==> config.mk <==
export PLATFORM = sky130hd
export DESIGN_NAME = tzs_event_logic
export DESIGN_NICKNAME = d
export VERILOG_FILES = /design/src/verilog/tzs_event_logic.v
export VERILOG_INCLUDE_DIRS = /design/src /design/src/verilog
export SDC_FILE = /design/constraint.sdc
export NUM_CORES = 1
export LEC_CHECK = 0
export ABC_CLOCK_PERIOD_IN_PS = 5700
export BUFFER_PORTS_ARGS = -buffer_cell sky130_fd_sc_hd__buf_2
export CORE_MARGIN = 2
export CORE_UTILIZATION = 38
export DETAILED_ROUTE_END_ITERATION = 7
export HOLD_SLACK_MARGIN = 0.12
export PLACE_DENSITY = 0.65
export SLEW_MARGIN = 0
export SYNTH_ARGS = -nofsm -noshare
export SYNTH_HDL_FRONTEND = slang
export SYNTH_SLANG_ARGS = --single-unit
export TNS_END_PERCENT = 1
==> constraint.sdc <==
create_clock -name clk_sys_in -period 5.7 [get_ports clk_sys_in]
set_input_delay 1.14 -clock clk_sys_in [delete_from_list [all_inputs] [get_ports clk_sys_in]]
set_output_delay 1.14 -clock clk_sys_in [all_outputs]
set_load 0.05 [all_outputs]
==> src/verilog/tzs_regs.vh <==
// Register offsets, field positions, reset values and timing constants for the thermal event logic
`ifndef TZS_REGS_VH
`define TZS_REGS_VH
`define TZS_ADDR_READING0 8'h00
`define TZS_ADDR_SETUP 8'h01
`define TZS_ADDR_RELEASE0 8'h02
`define TZS_ADDR_TRIP0 8'h03
`define TZS_ADDR_READING1 8'h10
`define TZS_ADDR_RELEASE1 8'h12
`define TZS_ADDR_TRIP1 8'h13
`define TZS_ADDR_READING2 8'h20
`define TZS_ADDR_RELEASE2 8'h22
`define TZS_ADDR_TRIP2 8'h23
`define TZS_SETUP_HALT 0
`define TZS_SETUP_MODE 1
`define TZS_SETUP_MASK 2
`define TZS_SETUP_FQ_LO 3
`define TZS_SETUP_FQ_HI 4
`define TZS_SETUP_FLAG2 5
`define TZS_SETUP_FLAG1 6
`define TZS_SETUP_FLAG0 7
`define TZS_RST_SETUP 5'h00
`define TZS_RST_READING 8'h00
`define TZS_RST_TRIP0 8'h51
`define TZS_RST_RELEASE0 8'h4C
`define TZS_RST_TRIP_REM 8'h61
`define TZS_RST_RELEASE_REM 8'h5C
`define TZS_FULL_SCALE 8'h7F
`define TZS_DEPTH_1 3'h1
`define TZS_DEPTH_2 3'h2
`define TZS_DEPTH_4 3'h4
`define TZS_DEPTH_6 3'h6
`define TZS_CONV_LOCAL_NS 100000
`define TZS_CLK_PERIOD_NS 10
`endif

==> src/verilog/tzs_event_logic.v <==
// Three-zone thermal supervisor event logic: conversion sequencer, filters, flags, alert
//
// Operation
// - Readings are 8-bit two's complement, one degree per bit, bit 7 sign.
// - Conversions run back to back unless halted or a bus transaction is active.
// - Zone order after reset or halt exit: remote 1, remote 2, local; a transaction keeps the zone.
// - Remote zone conversion takes twice the local conversion time.
// - Interrupted conversion restarts from the start, then order continues.
// - Reset loads defaults; address-select pin sampled once after reset release.
// - Defaults: run, comparator, depth 00, unmasked, limits 81/76, 97/92.
// - After reset each zone is armed for an over-temperature event first.
// - Comparator mode: flag and alert follow trip/release with filter depth.
// - Comparator mode: halt leaves the alert level unchanged.
// - Interrupt mode: flag and alert clear only by host read or halt.
// - Interrupt mode: events alternate over and under per zone.
// - Halt bit stops conversions; registers stay accessible.
// - Halt in interrupt mode releases alert and clears all flags.
// - While halted no events and no sensor faults are detected.
// - Depth codes 00..11 need 1, 2, 4, 6 consecutive conversions, per zone.
// - Events always set flags; alert only drives with mask bit zero.
// - Any register read releases alert; only setup read clears flags.
// - Repeated events leave one set flag, not a count.
// - Mask bit one never sinks current on the alert pin.
// - Local events set flag 0, remote 1 flag 1, remote 2 flag 2.
// - Open or shorted remote sense sets its flag if trip below full scale.
// - Remote fault forces reading to +127 until the fault clears.
// - Halt 1 shutdown, mode 1 interrupt, mask 1 disables alert.
//
// The implementer's own choices: the strobed register port and the address map.
`default_nettype none
`include "tzs_regs.vh"
module tzs_event_logic #(
    parameter CONV_LOCAL_CYCLES = `TZS_CONV_LOCAL_NS / `TZS_CLK_PERIOD_NS
) (
    input wire clk_sys_in,
    input wire arst_n_in,
    input wire [7:0] addr_in,
    input wire [7:0] wdata_in,
    input wire wr_in,
    input wire rd_in,
    input wire bus_busy_in,
    input wire addr_select_pin_in,
    input wire [7:0] adc_local_in,
    input wire [7:0] remote_sense_a_in,
    input wire [7:0] remote_sense_b_in,
    input wire remote_sense_a_fault_in,
    input wire remote_sense_b_fault_in,
    output reg [7:0] rdata_out,
    output reg addr_lsb_out,
    output reg alert_n_oe_out,
    output reg zone_sample_out
);
    // Zone codes double as array indices: local 0, remote 1, remote 2
    localparam ZONE_L0 = 2'h0;
    localparam ZONE_R1 = 2'h1;
    localparam ZONE_R2 = 2'h2;
    localparam CW = 24;
    localparam [CW-1:0] LOCAL_LEN = CONV_LOCAL_CYCLES;
    localparam [CW-1:0] REMOTE_LEN = CONV_LOCAL_CYCLES * 2;

    // Register map on the byte port
    //   00 local reading, read only
    //   01 setup, flags read only, low five bits read/write
    //   02 local release limit
    //   03 local trip limit
    //   10 remote 1 reading, read only
    //   12 remote 1 release limit
    //   13 remote 1 trip limit
    //   20 remote 2 reading, read only
    //   22 remote 2 release limit
    //   23 remote 2 trip limit
    //   Other offsets read as zero and ignore writes
    //
    // Setup byte
    //   bit 7 zone 0 flag, bit 6 zone 1 flag, bit 5 zone 2 flag
    //   bits 4:3 filter depth code, bit 2 alert mask
    //   bit 1 interrupt mode, bit 0 low-power halt
    //
    // Reset
    //   Running, comparator mode, depth code 00, unmasked,
    //   local limits 81/76, remote limits 97/92,
    //   every zone armed for an over-temperature event
    //
    // Timing
    //   Local conversion is CONV_LOCAL_CYCLES clocks, remote twice that,
    //   so one full round is five local periods. The result is taken
    //   in the last clock of a conversion; zone_sample_out pulses
    //   one clock later. Bus activity zeroes the timer but keeps the
    //   zone, so a cut conversion starts over once the bus is quiet.
    //
    // Alert path
    //   alert_q is the internal request; the pin enable follows one
    //   clock later and is forced off by the mask bit, so a polled
    //   system never sees the pin sink. Comparator mode recomputes
    //   alert_q from the active zones, so a read drops it for one
    //   clock, or until halt ends if halted. Interrupt mode latches it until a read or halt.
    //
    // Limitation: the address strap is caught once after reset;
    // moving the pin later has no effect until the next reset.

    // Setup fields
    reg halt_q;
    reg mode_q;
    reg alert_mask_bit_q;
    reg [1:0] filter_depth_field_q;
    reg [2:0] zone_flag_q;
    reg alert_q;
    reg [7:0] reading_q [0:2];
    reg [7:0] trip_q [0:2];
    reg [7:0] release_q [0:2];
    reg [2:0] cnt_q [0:2];
    reg [2:0] arm_over_q;
    reg [2:0] cmp_active_q;
    reg [1:0] zone_q;
    reg [CW-1:0] tick_q;
    reg strap_done_q;
    reg halt_prev_q;
    integer i;

    // Per-zone state
    //   cnt_q: qualifying conversions in the current run
    //   arm_over_q: interrupt mode, one while waiting for an over event
    //   cmp_active_q: comparator mode, one while past the trip limit
    // Counters keep their value across a halt, so a run cut by
    // shutdown goes on when conversions resume; this trades a
    // shorter filter delay after wake-up for fewer clear paths.

    // Filter depth code to number of consecutive conversions
    function [2:0] depth_of;
        input [1:0] code;
        begin
            case (code)
                2'h0: depth_of = `TZS_DEPTH_1;
                2'h1: depth_of = `TZS_DEPTH_2;
                2'h2: depth_of = `TZS_DEPTH_4;
                default: depth_of = `TZS_DEPTH_6;
            endcase
        end
    endfunction

    // Signed compare of two two's complement readings
    function gt_s;
        input [7:0] a;
        input [7:0] b;
        begin
            gt_s = $signed(a) > $signed(b);
        end
    endfunction

    // Next zone in the fixed order remote 1, remote 2, local
    function [1:0] next_zone;
        input [1:0] zone;
        begin
            case (zone)
                ZONE_R1: next_zone = ZONE_R2;
                ZONE_R2: next_zone = ZONE_L0;
                default: next_zone = ZONE_R1;
            endcase
        end
    endfunction

    // Above trip when watching for over, below release when watching for under
    function hits_limit;
        input look_over;
        input [7:0] s;
        input [7:0] trip;
        input [7:0] rel;
        begin
            if (look_over) begin
                hits_limit = gt_s(s, trip);
            end else begin
                hits_limit = gt_s(rel, s);
            end
        end
    endfunction

    // True when this qualifying conversion completes the run
    function filter_full;
        input [2:0] count;
        input [2:0] need;
        begin
            filter_full = (count + 3'h1) >= need;
        end
    endfunction

    wire [CW-1:0] conv_len = (zone_q == ZONE_L0) ? LOCAL_LEN : REMOTE_LEN;
    wire conv_done = !halt_q && !bus_busy_in && (tick_q == conv_len - 24'h000001);
    // Input of the zone now converting; a fault reads as full scale
    reg sel_fault;
    reg [7:0] raw;
    always @* begin
        sel_fault = 1'b0;
        raw = adc_local_in;
        case (zone_q)
            ZONE_R1: begin
                sel_fault = remote_sense_a_fault_in;
                raw = remote_sense_a_in;
            end
            ZONE_R2: begin
                sel_fault = remote_sense_b_fault_in;
                raw = remote_sense_b_in;
            end
            default: begin
                sel_fault = 1'b0;
                raw = adc_local_in;
            end
        endcase
    end

    wire [7:0] sample = sel_fault ? `TZS_FULL_SCALE : raw;
    wire [2:0] depth = depth_of(filter_depth_field_q);
    wire setup_rd = rd_in && (addr_in == `TZS_ADDR_SETUP);
    wire halt_enter = halt_q && !halt_prev_q;

    // Conversion sequencer
    // Halt parks the sequence on remote 1, so the first result after
    // wake-up is always the first remote zone. Bus activity only
    // zeroes the timer: the zone is kept and runs again in full.
    always @(posedge clk_sys_in or negedge arst_n_in) begin
        if (!arst_n_in) begin
            zone_q <= ZONE_R1;
            tick_q <= {CW{1'b0}};
            halt_prev_q <= 1'b0;
            zone_sample_out <= 1'b0;
        end else begin
            halt_prev_q <= halt_q;
            zone_sample_out <= conv_done;
            if (halt_q) begin
                zone_q <= ZONE_R1;
                tick_q <= {CW{1'b0}};
            end else if (bus_busy_in) begin
                tick_q <= {CW{1'b0}};
            end else if (conv_done) begin
                tick_q <= {CW{1'b0}};
                zone_q <= next_zone(zone_q);
            end else begin
                tick_q <= tick_q + 24'h000001;
            end
        end
    end

    // Address strap caught once after reset release
    // The pin is meant to be tied off; ignoring later changes keeps
    // the bus address steady for the whole run.
    always @(posedge clk_sys_in or negedge arst_n_in) begin
        if (!arst_n_in) begin
            strap_done_q <= 1'b0;
            addr_lsb_out <= 1'b0;
        end else if (!strap_done_q) begin
            strap_done_q <= 1'b1;
            addr_lsb_out <= addr_select_pin_in;
        end
    end

    // Registers, filters, flags and alert
    // Order matters: later assignments win, so a qualified event beats
    // a flag clear from a read in the same clock and no event is lost
    // to a badly timed host poll.
    always @(posedge clk_sys_in or negedge arst_n_in) begin
        if (!arst_n_in) begin
            {filter_depth_field_q, alert_mask_bit_q, mode_q, halt_q} <= `TZS_RST_SETUP;
            zone_flag_q <= 3'h0;
            alert_q <= 1'b0;
            arm_over_q <= 3'h7;
            cmp_active_q <= 3'h0;
            trip_q[0] <= `TZS_RST_TRIP0;
            release_q[0] <= `TZS_RST_RELEASE0;
            for (i = 1; i < 3; i = i + 1) begin
                trip_q[i] <= `TZS_RST_TRIP_REM;
                release_q[i] <= `TZS_RST_RELEASE_REM;
            end
            for (i = 0; i < 3; i = i + 1) begin
                reading_q[i] <= `TZS_RST_READING;
                cnt_q[i] <= 3'h0;
            end
            rdata_out <= 8'h00;
            alert_n_oe_out <= 1'b1;
        end else begin
            // Host reads: alert released by any read, flags by setup read only
            if (rd_in) begin
                alert_q <= 1'b0;
            end
            if (setup_rd && mode_q) begin
                zone_flag_q <= 3'h0;
            end
            if (setup_rd && !mode_q) begin
                zone_flag_q <= cmp_active_q;
            end
            // Writes; reading registers are read only
            if (wr_in) begin
                case (addr_in)
                    `TZS_ADDR_SETUP: begin
                        halt_q <= wdata_in[`TZS_SETUP_HALT];
                        mode_q <= wdata_in[`TZS_SETUP_MODE];
                        alert_mask_bit_q <= wdata_in[`TZS_SETUP_MASK];
                        filter_depth_field_q <= wdata_in[`TZS_SETUP_FQ_HI:`TZS_SETUP_FQ_LO];
                    end
                    `TZS_ADDR_RELEASE0: release_q[0] <= wdata_in;
                    `TZS_ADDR_TRIP0: trip_q[0] <= wdata_in;
                    `TZS_ADDR_RELEASE1: release_q[1] <= wdata_in;
                    `TZS_ADDR_TRIP1: trip_q[1] <= wdata_in;
                    `TZS_ADDR_RELEASE2: release_q[2] <= wdata_in;
                    `TZS_ADDR_TRIP2: trip_q[2] <= wdata_in;
                    default: ;
                endcase
            end
            // Halt in interrupt mode drops latched state; comparator keeps alert level
            if (halt_enter && mode_q) begin
                zone_flag_q <= 3'h0;
                alert_q <= 1'b0;
            end
            // Conversion result: store, filter, raise events (never while halted)
            // A remote fault runs through the same filter, so it flags only
            // when that zone's trip limit is below full scale
            if (conv_done) begin
                reading_q[zone_q] <= sample;
                if (mode_q) begin
                    // Count toward the armed direction only
                    if (hits_limit(arm_over_q[zone_q], sample, trip_q[zone_q], release_q[zone_q])) begin
                        if (filter_full(cnt_q[zone_q], depth)) begin
                            cnt_q[zone_q] <= 3'h0;
                            arm_over_q[zone_q] <= !arm_over_q[zone_q];
                            zone_flag_q[zone_q] <= 1'b1;
                            alert_q <= 1'b1;
                        end else begin
                            cnt_q[zone_q] <= cnt_q[zone_q] + 3'h1;
                        end
                    end else begin
                        cnt_q[zone_q] <= 3'h0;
                    end
                end else begin
                    // Comparator: active state follows filtered trip/release
                    if (hits_limit(!cmp_active_q[zone_q], sample, trip_q[zone_q], release_q[zone_q])) begin
                        if (filter_full(cnt_q[zone_q], depth)) begin
                            cnt_q[zone_q] <= 3'h0;
                            cmp_active_q[zone_q] <= !cmp_active_q[zone_q];
                            zone_flag_q[zone_q] <= !cmp_active_q[zone_q];
                            arm_over_q[zone_q] <= cmp_active_q[zone_q];
                        end else begin
                            cnt_q[zone_q] <= cnt_q[zone_q] + 3'h1;
                        end
                    end else begin
                        cnt_q[zone_q] <= 3'h0;
                    end
                end
            end
            // Comparator alert tracks active zones; frozen while halted
            // A read lets the release above stand for one clock, or until halt ends if halted
            if (!mode_q && !halt_q && !rd_in) begin
                alert_q <= |cmp_active_q;
            end
            // Alert pin sinks only when unmasked; enable is low while driving
            alert_n_oe_out <= !(alert_q && !alert_mask_bit_q);
            // Registered read data, one cycle after the strobe
            case (addr_in)
                `TZS_ADDR_READING0: rdata_out <= reading_q[0];
                `TZS_ADDR_SETUP: rdata_out <= {zone_flag_q[0], zone_flag_q[1], zone_flag_q[2],
                                               filter_depth_field_q, alert_mask_bit_q, mode_q, halt_q};
                `TZS_ADDR_RELEASE0: rdata_out <= release_q[0];
                `TZS_ADDR_TRIP0: rdata_out <= trip_q[0];
                `TZS_ADDR_READING1: rdata_out <= reading_q[1];
                `TZS_ADDR_RELEASE1: rdata_out <= release_q[1];
                `TZS_ADDR_TRIP1: rdata_out <= trip_q[1];
                `TZS_ADDR_READING2: rdata_out <= reading_q[2];
                `TZS_ADDR_RELEASE2: rdata_out <= release_q[2];
                `TZS_ADDR_TRIP2: rdata_out <= trip_q[2];
                default: rdata_out <= 8'h00;
            endcase
        end
    end
endmodule
`default_nettype wire

# Word-level counts from Yosys, hierarchy flattened
# Cells that the tools add are included.
[classes] n_addsub=3 n_lt_le_gt_ge=7 n_eq_ne=16 muxes=69 bitwise=5 n_reduce_logical=37
[ops] op="$pmux 8 s10" count=1
[ops] op="$mux 24" count=3
[ops] op="$mux 3" count=17
[ops] op="$mux 8" count=6
[ops] op="$mux 9" count=4
[ops] op="$bmux 8 s2" count=2
[ops] op="$add 24x1->24 const B" count=1
[ops] op="$bwmux 24" count=1
[ops] op="$eq 24x24->1" count=1
[ops] op="$eq 8x5->1 const B" count=3
[ops] op="$eq 8x6->1 const B" count=3
[ops] op="$demux 8 s2" count=1
[ops] op="$eq 8x2->1 const B" count=2
[ops] op="$gt 8x8->1" count=2
[ops] op="$mux 1" count=16
[ops] op="$pmux 8 s2" count=1
[ops] op="$reduce_and 2->1" count=8
[ops] op="$sub 15x1->16 const B" count=1
[ops] op="$mux 15" count=1
[ops] op="$bwmux 3" count=4
[ops] op="$logic_and 1x1->1" count=12
[ops] op="$and 9x9->9" count=1
[ops] op="$bwmux 9" count=1
[ops] op="$logic_not 1->1" count=9
[ops] op="27 further kinds" count=36
[word_totals] regBits=135 in_bits=48 out_inout_bits=11 word_cells=165

# Longest topological paths before layout
[depth] word_depth=12 ltp_mapped=18

# Worst setup path before layout
# Ideal clock, no wire load.
[synth_path] kind="flip-flop to flip-flop" start="reg zone_q[0]" end="reg arm_over_q[0]" setup_ns=0.082 arrival_ns=4.791 setup_slack_ns=0.827 path_stages_with_launch=19 n_path_buf=4 cell_sequence="dfstp_2 buf_2 buf_2 buf_1 inv_1 ha_1 buf_2 nand3_1 a221o_1 o21ai_0 inv_1 ha_1 a21oi_1 maj3_2 maj3_2 o211a_1 o41ai_4 o211ai_1 mux2_2"
[synth_rtl] element="from (decl)" line="tzs_event_logic.v:114" rtl="reg [1:0] zone_q;"
[synth_rtl] element="from (signal assigned)" line="tzs_event_logic.v:235" rtl="zone_q <= next_zone(zone_q);"
[synth_rtl] element="$eq 2x2->1 / $eq 2x1->1 (equally long branches)" line="tzs_event_logic.v:194" rtl="case (zone_q)"
[synth_rtl] element="$pmux 8 s2 / $pmux 1 s2 (equally long branches)" line="tzs_event_logic.v:194"
[synth_rtl] element="$mux 8 *" line="tzs_event_logic.v:210" rtl="wire [7:0] sample = sel_fault ? `TZS_FULL_SCALE : raw;"
[synth_rtl] element="net sample[1]" line="tzs_event_logic.v:210"
[synth_rtl] element="$gt 8x8->1" line="tzs_event_logic.v:146" rtl="gt_s = $signed(a) > $signed(b);"
[synth_rtl] element="$mux 1" line="tzs_event_logic.v:169" rtl="if (look_over) begin"
[synth_rtl] element="$mux 1" line="tzs_event_logic.v:317" rtl="if (mode_q) begin"
[synth_rtl] element="$mux 1" line="tzs_event_logic.v:315" rtl="if (conv_done) begin"
[synth_rtl] element="$ne 2x1->1 (no source line) / $reduce_bool 2->1 (equally long branches)"
[synth_rtl] element="$reduce_and 4->1 (no source line) *"
[synth_rtl] element="to (signal, indexed assignment)" line="tzs_event_logic.v:322" rtl="arm_over_q[zone_q] <= !arm_over_q[zone_q];"
[synth_rtl] element="to (signal, indexed assignment)" line="tzs_event_logic.v:338" rtl="arm_over_q[zone_q] <= cmp_active_q[zone_q];"
[synth_rtl] element="to (decl)" line="tzs_event_logic.v:112" rtl="reg [2:0] arm_over_q;"
# The timed path passes the listed nets; every way through them passes the cells marked *. The select of a mux whose other input is x is not followed.
# A chain may end at the register's enable or synchronous reset.

# Final worst setup path
[layout_path] start="reg zone_q[0]" end="reg zone_flag_q[2]"
[layout_rtl] element="$eq 2x2->1 / $eq 2x1->1 (equally long branches)" line="tzs_event_logic.v:194"
[layout_rtl] element="$pmux 8 s2 / $pmux 1 s2 (equally long branches)" line="tzs_event_logic.v:194"
[layout_rtl] element="$mux 8 *" line="tzs_event_logic.v:210"
[layout_rtl] element="net sample[1]" line="tzs_event_logic.v:210"
[layout_rtl] element="$gt 8x8->1" line="tzs_event_logic.v:146"
[layout_rtl] element="$mux 1" line="tzs_event_logic.v:169"
[layout_rtl] element="$mux 1" line="tzs_event_logic.v:317"
[layout_rtl] element="$mux 1" line="tzs_event_logic.v:315"
[layout_rtl] element="$mux 3 (on tied branches)" line="tzs_event_logic.v:333, tzs_event_logic.v:319"
[layout_rtl] element="$mux 3 *" line="tzs_event_logic.v:317"
[layout_rtl] element="$mux 3 *" line="tzs_event_logic.v:315"
[layout_rtl] element="to (signal assigned)" line="tzs_event_logic.v:287" rtl="zone_flag_q <= cmp_active_q;"
[layout_rtl] element="to (signal, indexed assignment)" line="tzs_event_logic.v:337" rtl="zone_flag_q[zone_q] <= !cmp_active_q[zone_q];"
[layout_rtl] element="to (decl)" line="tzs_event_logic.v:106" rtl="reg [2:0] zone_flag_q;"
# Marks and branches as above.

==> results.toml <==
[sta]
fin_crit_sh_pct = 81.0
max-slew-margin-rel_pct = 40.6
finClkSkew_ns = 0.0120
hold_violations = 0
holdWs_ns = 0.455
fin_crit_ns = 4.61
drv_slew = 0
setup_viol = 0
fmax_mhz = 217
rsz0062_at_grt = "false"
worstMarginPinSlew_ns = 0.890
tns_ns = 0

[floorplan]
start_util_pct = 38.9
rows = 49
core_area_mm2 = 0.0181
io_pins = 59
fp.dieArea_mm2 = 0.0196
die_y_um = 140
die_w_um = 140

[routing]
dr.pass1.iters = 7
drc = 6
viasPerCell = 5.74
via_count = 5685
ant_nets = 0
wl_per_cell_um = 19.3
first_iter_violations = 444
totalWireLength_um = 19100

[critical_path]
path_cells = "inv_1, ha_1, buf_4, nand2_1, nand3_1, a221o_1, o21ai_0, inv_1, ha_1, a21oi_1, maj3_2, maj3_2, o211a_1, nor3_1, o221ai_1, a211oi_1"
slowest_stage = "dfstp_2"
critPathTopFamily = "compound AO/OA/AOI/OAI gates"
arrival_ns = 4.93
start_kind = "register"
worst_path_largest_cell_delay_ns = 0.72
path_buf_inv = 3
cp_max_fo = 14
cp.required_ns = 6.02
endpoint_kind = "register"
crit_type = "reg -> reg"

[hold_path]
min_path_type = "reg -> reg"

[finish]
diodes = 0
seqCellArea_mm2 = 0.00341
nNetsFinal = 815
nFillCells = 1679
multi_input_area_mm2 = 0.00345
syn2layout_area_growth_pct = 17.8
drive_gt1_share_pct = 24.8

[place]
routabilityCongestion = 0.937
port_buffers = 58
dp_hpwl_um = 13600

[global_route]
antenna_found_initial = 0
grt_max_degree = 99
use_met3_pct = 5.13
grt-ovfl-total = 0
grt_pass1_wl_um = 30900
use_met2_pct = 30.5
busiest_layer = "met2"
grt_pass1_vias = 5687
grtUsageTotal_pct = 20.3
grt_util_met1_pct = 27.4

[synthesis]
synthFlopType = "dfrtp_1"
netlist_top_cells_area = "dfrtp_1 (39%), dfstp_2 (9.3%), mux2_2 (9.1%)"
ys_seq_area_share_pct = 48.5
synth-async-reset-ratio_pct = 100
avgSynthCellArea_um2 = 10.3
syn_area_mm2 = 0.00703
synth_top_cell_by_area = "dfrtp_1"
yosysUniqueCellTypes = 54
synth_edf_count = 0
synthesis.nets = 749
syn-instance-count = 682
synth-seq-cells = 135
yosys_warnings = 0
synth_most_common_cell = "dfrtp_1"
synth_top_area_share_pct = 39.1
synthTopCellsByCount = "dfrtp_1 (110), nand2_1 (78), nor2_1 (60), o21ai_0 (59), mux2_2 (57)"

[power_and_ir_drop]
comb_power_share_pct = 5.8
power.switching_mw = 0.524
power.share.clock_pct = 52.2
power_density_mw_per_mm2 = 289
p_int_mw = 1.87
p_seq_share_pct = 42.0
power.leakage_nw = 3.92
power_mw = 2.40
switching_share_pct = 21.9
ir_drop_uv = 231

[outcome]
violations = "design-rule violations"
status = "finished with violations"

[cts]
cts_resized = 0
cts_sinks = 135
insertion_delay_ns = 0.42
root_buffer = "clkbuf_16"
clk_path_buf_depth = 2
ctsHoldBuffers = 0
htree_levels = 4
cts_tree = "built"
cts_made_buffers = 17
post-cts-setup-buffer-count = 0
clk_pin_slew_ns = 0.06

[flow_run]
maxCapViolCount = 0
[worst paths after layout]
kind / startpoint / to / slack [ns] / cells after the start
hold / removal: alert_q / alert_n_oe_out / 0.45 / 1
hold reg to reg: alert_q / alert_n_oe_out / 0.45 / 1
setup reg to reg: zone_q[0] / zone_flag_q[2] / 1.09 / 16
max in group asynchronous: arst_n_in / zone_q[0] / 3.78 / 2
min in group asynchronous: arst_n_in / release_q[21] / 0.82 / 1
setup / recovery: zone_q[0] / zone_flag_q[2] / 1.09 / 16
[layout by cell type, fill, tap and decap left out, types with 19 or more instances in the layout]
cell and count:
nand2_1 78, mux2_2 57, ha_1 19, o21ai_0 59, buf_2 57, inv_1 19
mux2i_1 25, nand3_1 19, nor2_1 60, a22oi_1 27, dfrtp_1 110, dfstp_2 25
[metal layers]
layer | vias to the layer above | routed length [um]
met1 | 2801 | 8740
li1 | 2623 | -
met3 | 53 | 1140
met4 | 0 | 859
met2 | 208 | 8340
met5 | - | 0
[flip-flops by register name (all words and copies together) (netlist names), 8 cells and up]
| register | count |
|---|---|
| tick_q | 24 |
| trip_q | 24 |
| reading_q | 24 |
| cnt_q | 9 |
| release_q | 24 |
| rdata_out | 8 |
[metrics by stage]
| stage | setup WS, ns | area, um^2 | std cells | util (%) |
|---|---|---|---|---|
| after floorplan | 0.827 | 7030 | 682 | - |
| after global placement | 1.24 | 7610 | 958 | 42.1 |
| after detailed placement | 1.17 | 7610 | 958 | 42.1 |
| after CTS | 1.15 | 8280 | 990 | 45.8 |
| after global routing | 0.853 | 8280 | 990 | 45.8 |
| final | 1.09 | 8280 | 990 | 45.8 |
[cells by family (layout without fill, tap and decap cells)]
family | count (synthesis) | after routing | synth area share [%]
AOI/OAI and AO/OA | 153 | 153 | 14.7
xor gates and xnor gates | 28 | 28 | 3.49
adders and majority gates | 21 | 21 | 3.70
buffers and inverters | 43 | 122 | 2.45
DFF | 135 | 135 | 48.5
muxes | 82 | 82 | 12.7
other | 1 | 1 | 0.0533
and+or+nand+nor | 219 | 219 | 14.5
[cell type report]
cell class / count / share of cell area (%)
clock buffers: 20 / 5.39
inverters: 19 / 0.861
well taps: 229 / 3.46
flip-flops and latches: 135 / 41.2
repair buffers: 71 / 4.76
multi-input cells: 504 / 41.7
clock inverters: 12 / 2.70
[worst register-to-register path: cells and delay by family (launching register included)]
family          cells  cell delay (ns)
simple gates        3             0.87
fa+ha+maj           4             1.12
flops               1             0.72
buf+inv             3             0.43
compound gates      6             1.38
[power by group through the flow]
stage / Combinational, mW / Clock, mW / Sequential, mW
CTS: 0.141 / 1.27 / 1.01
finish: 0.139 / 1.25 / 1.01
floorplan: 0.0734 / 0 / 1.02
global route: 0.157 / 1.32 / 1.01
global placement: 0.139 / 0 / 1.02
detailed placement: 0.140 / 0 / 1.02
(Power assumes the default switching activity.)
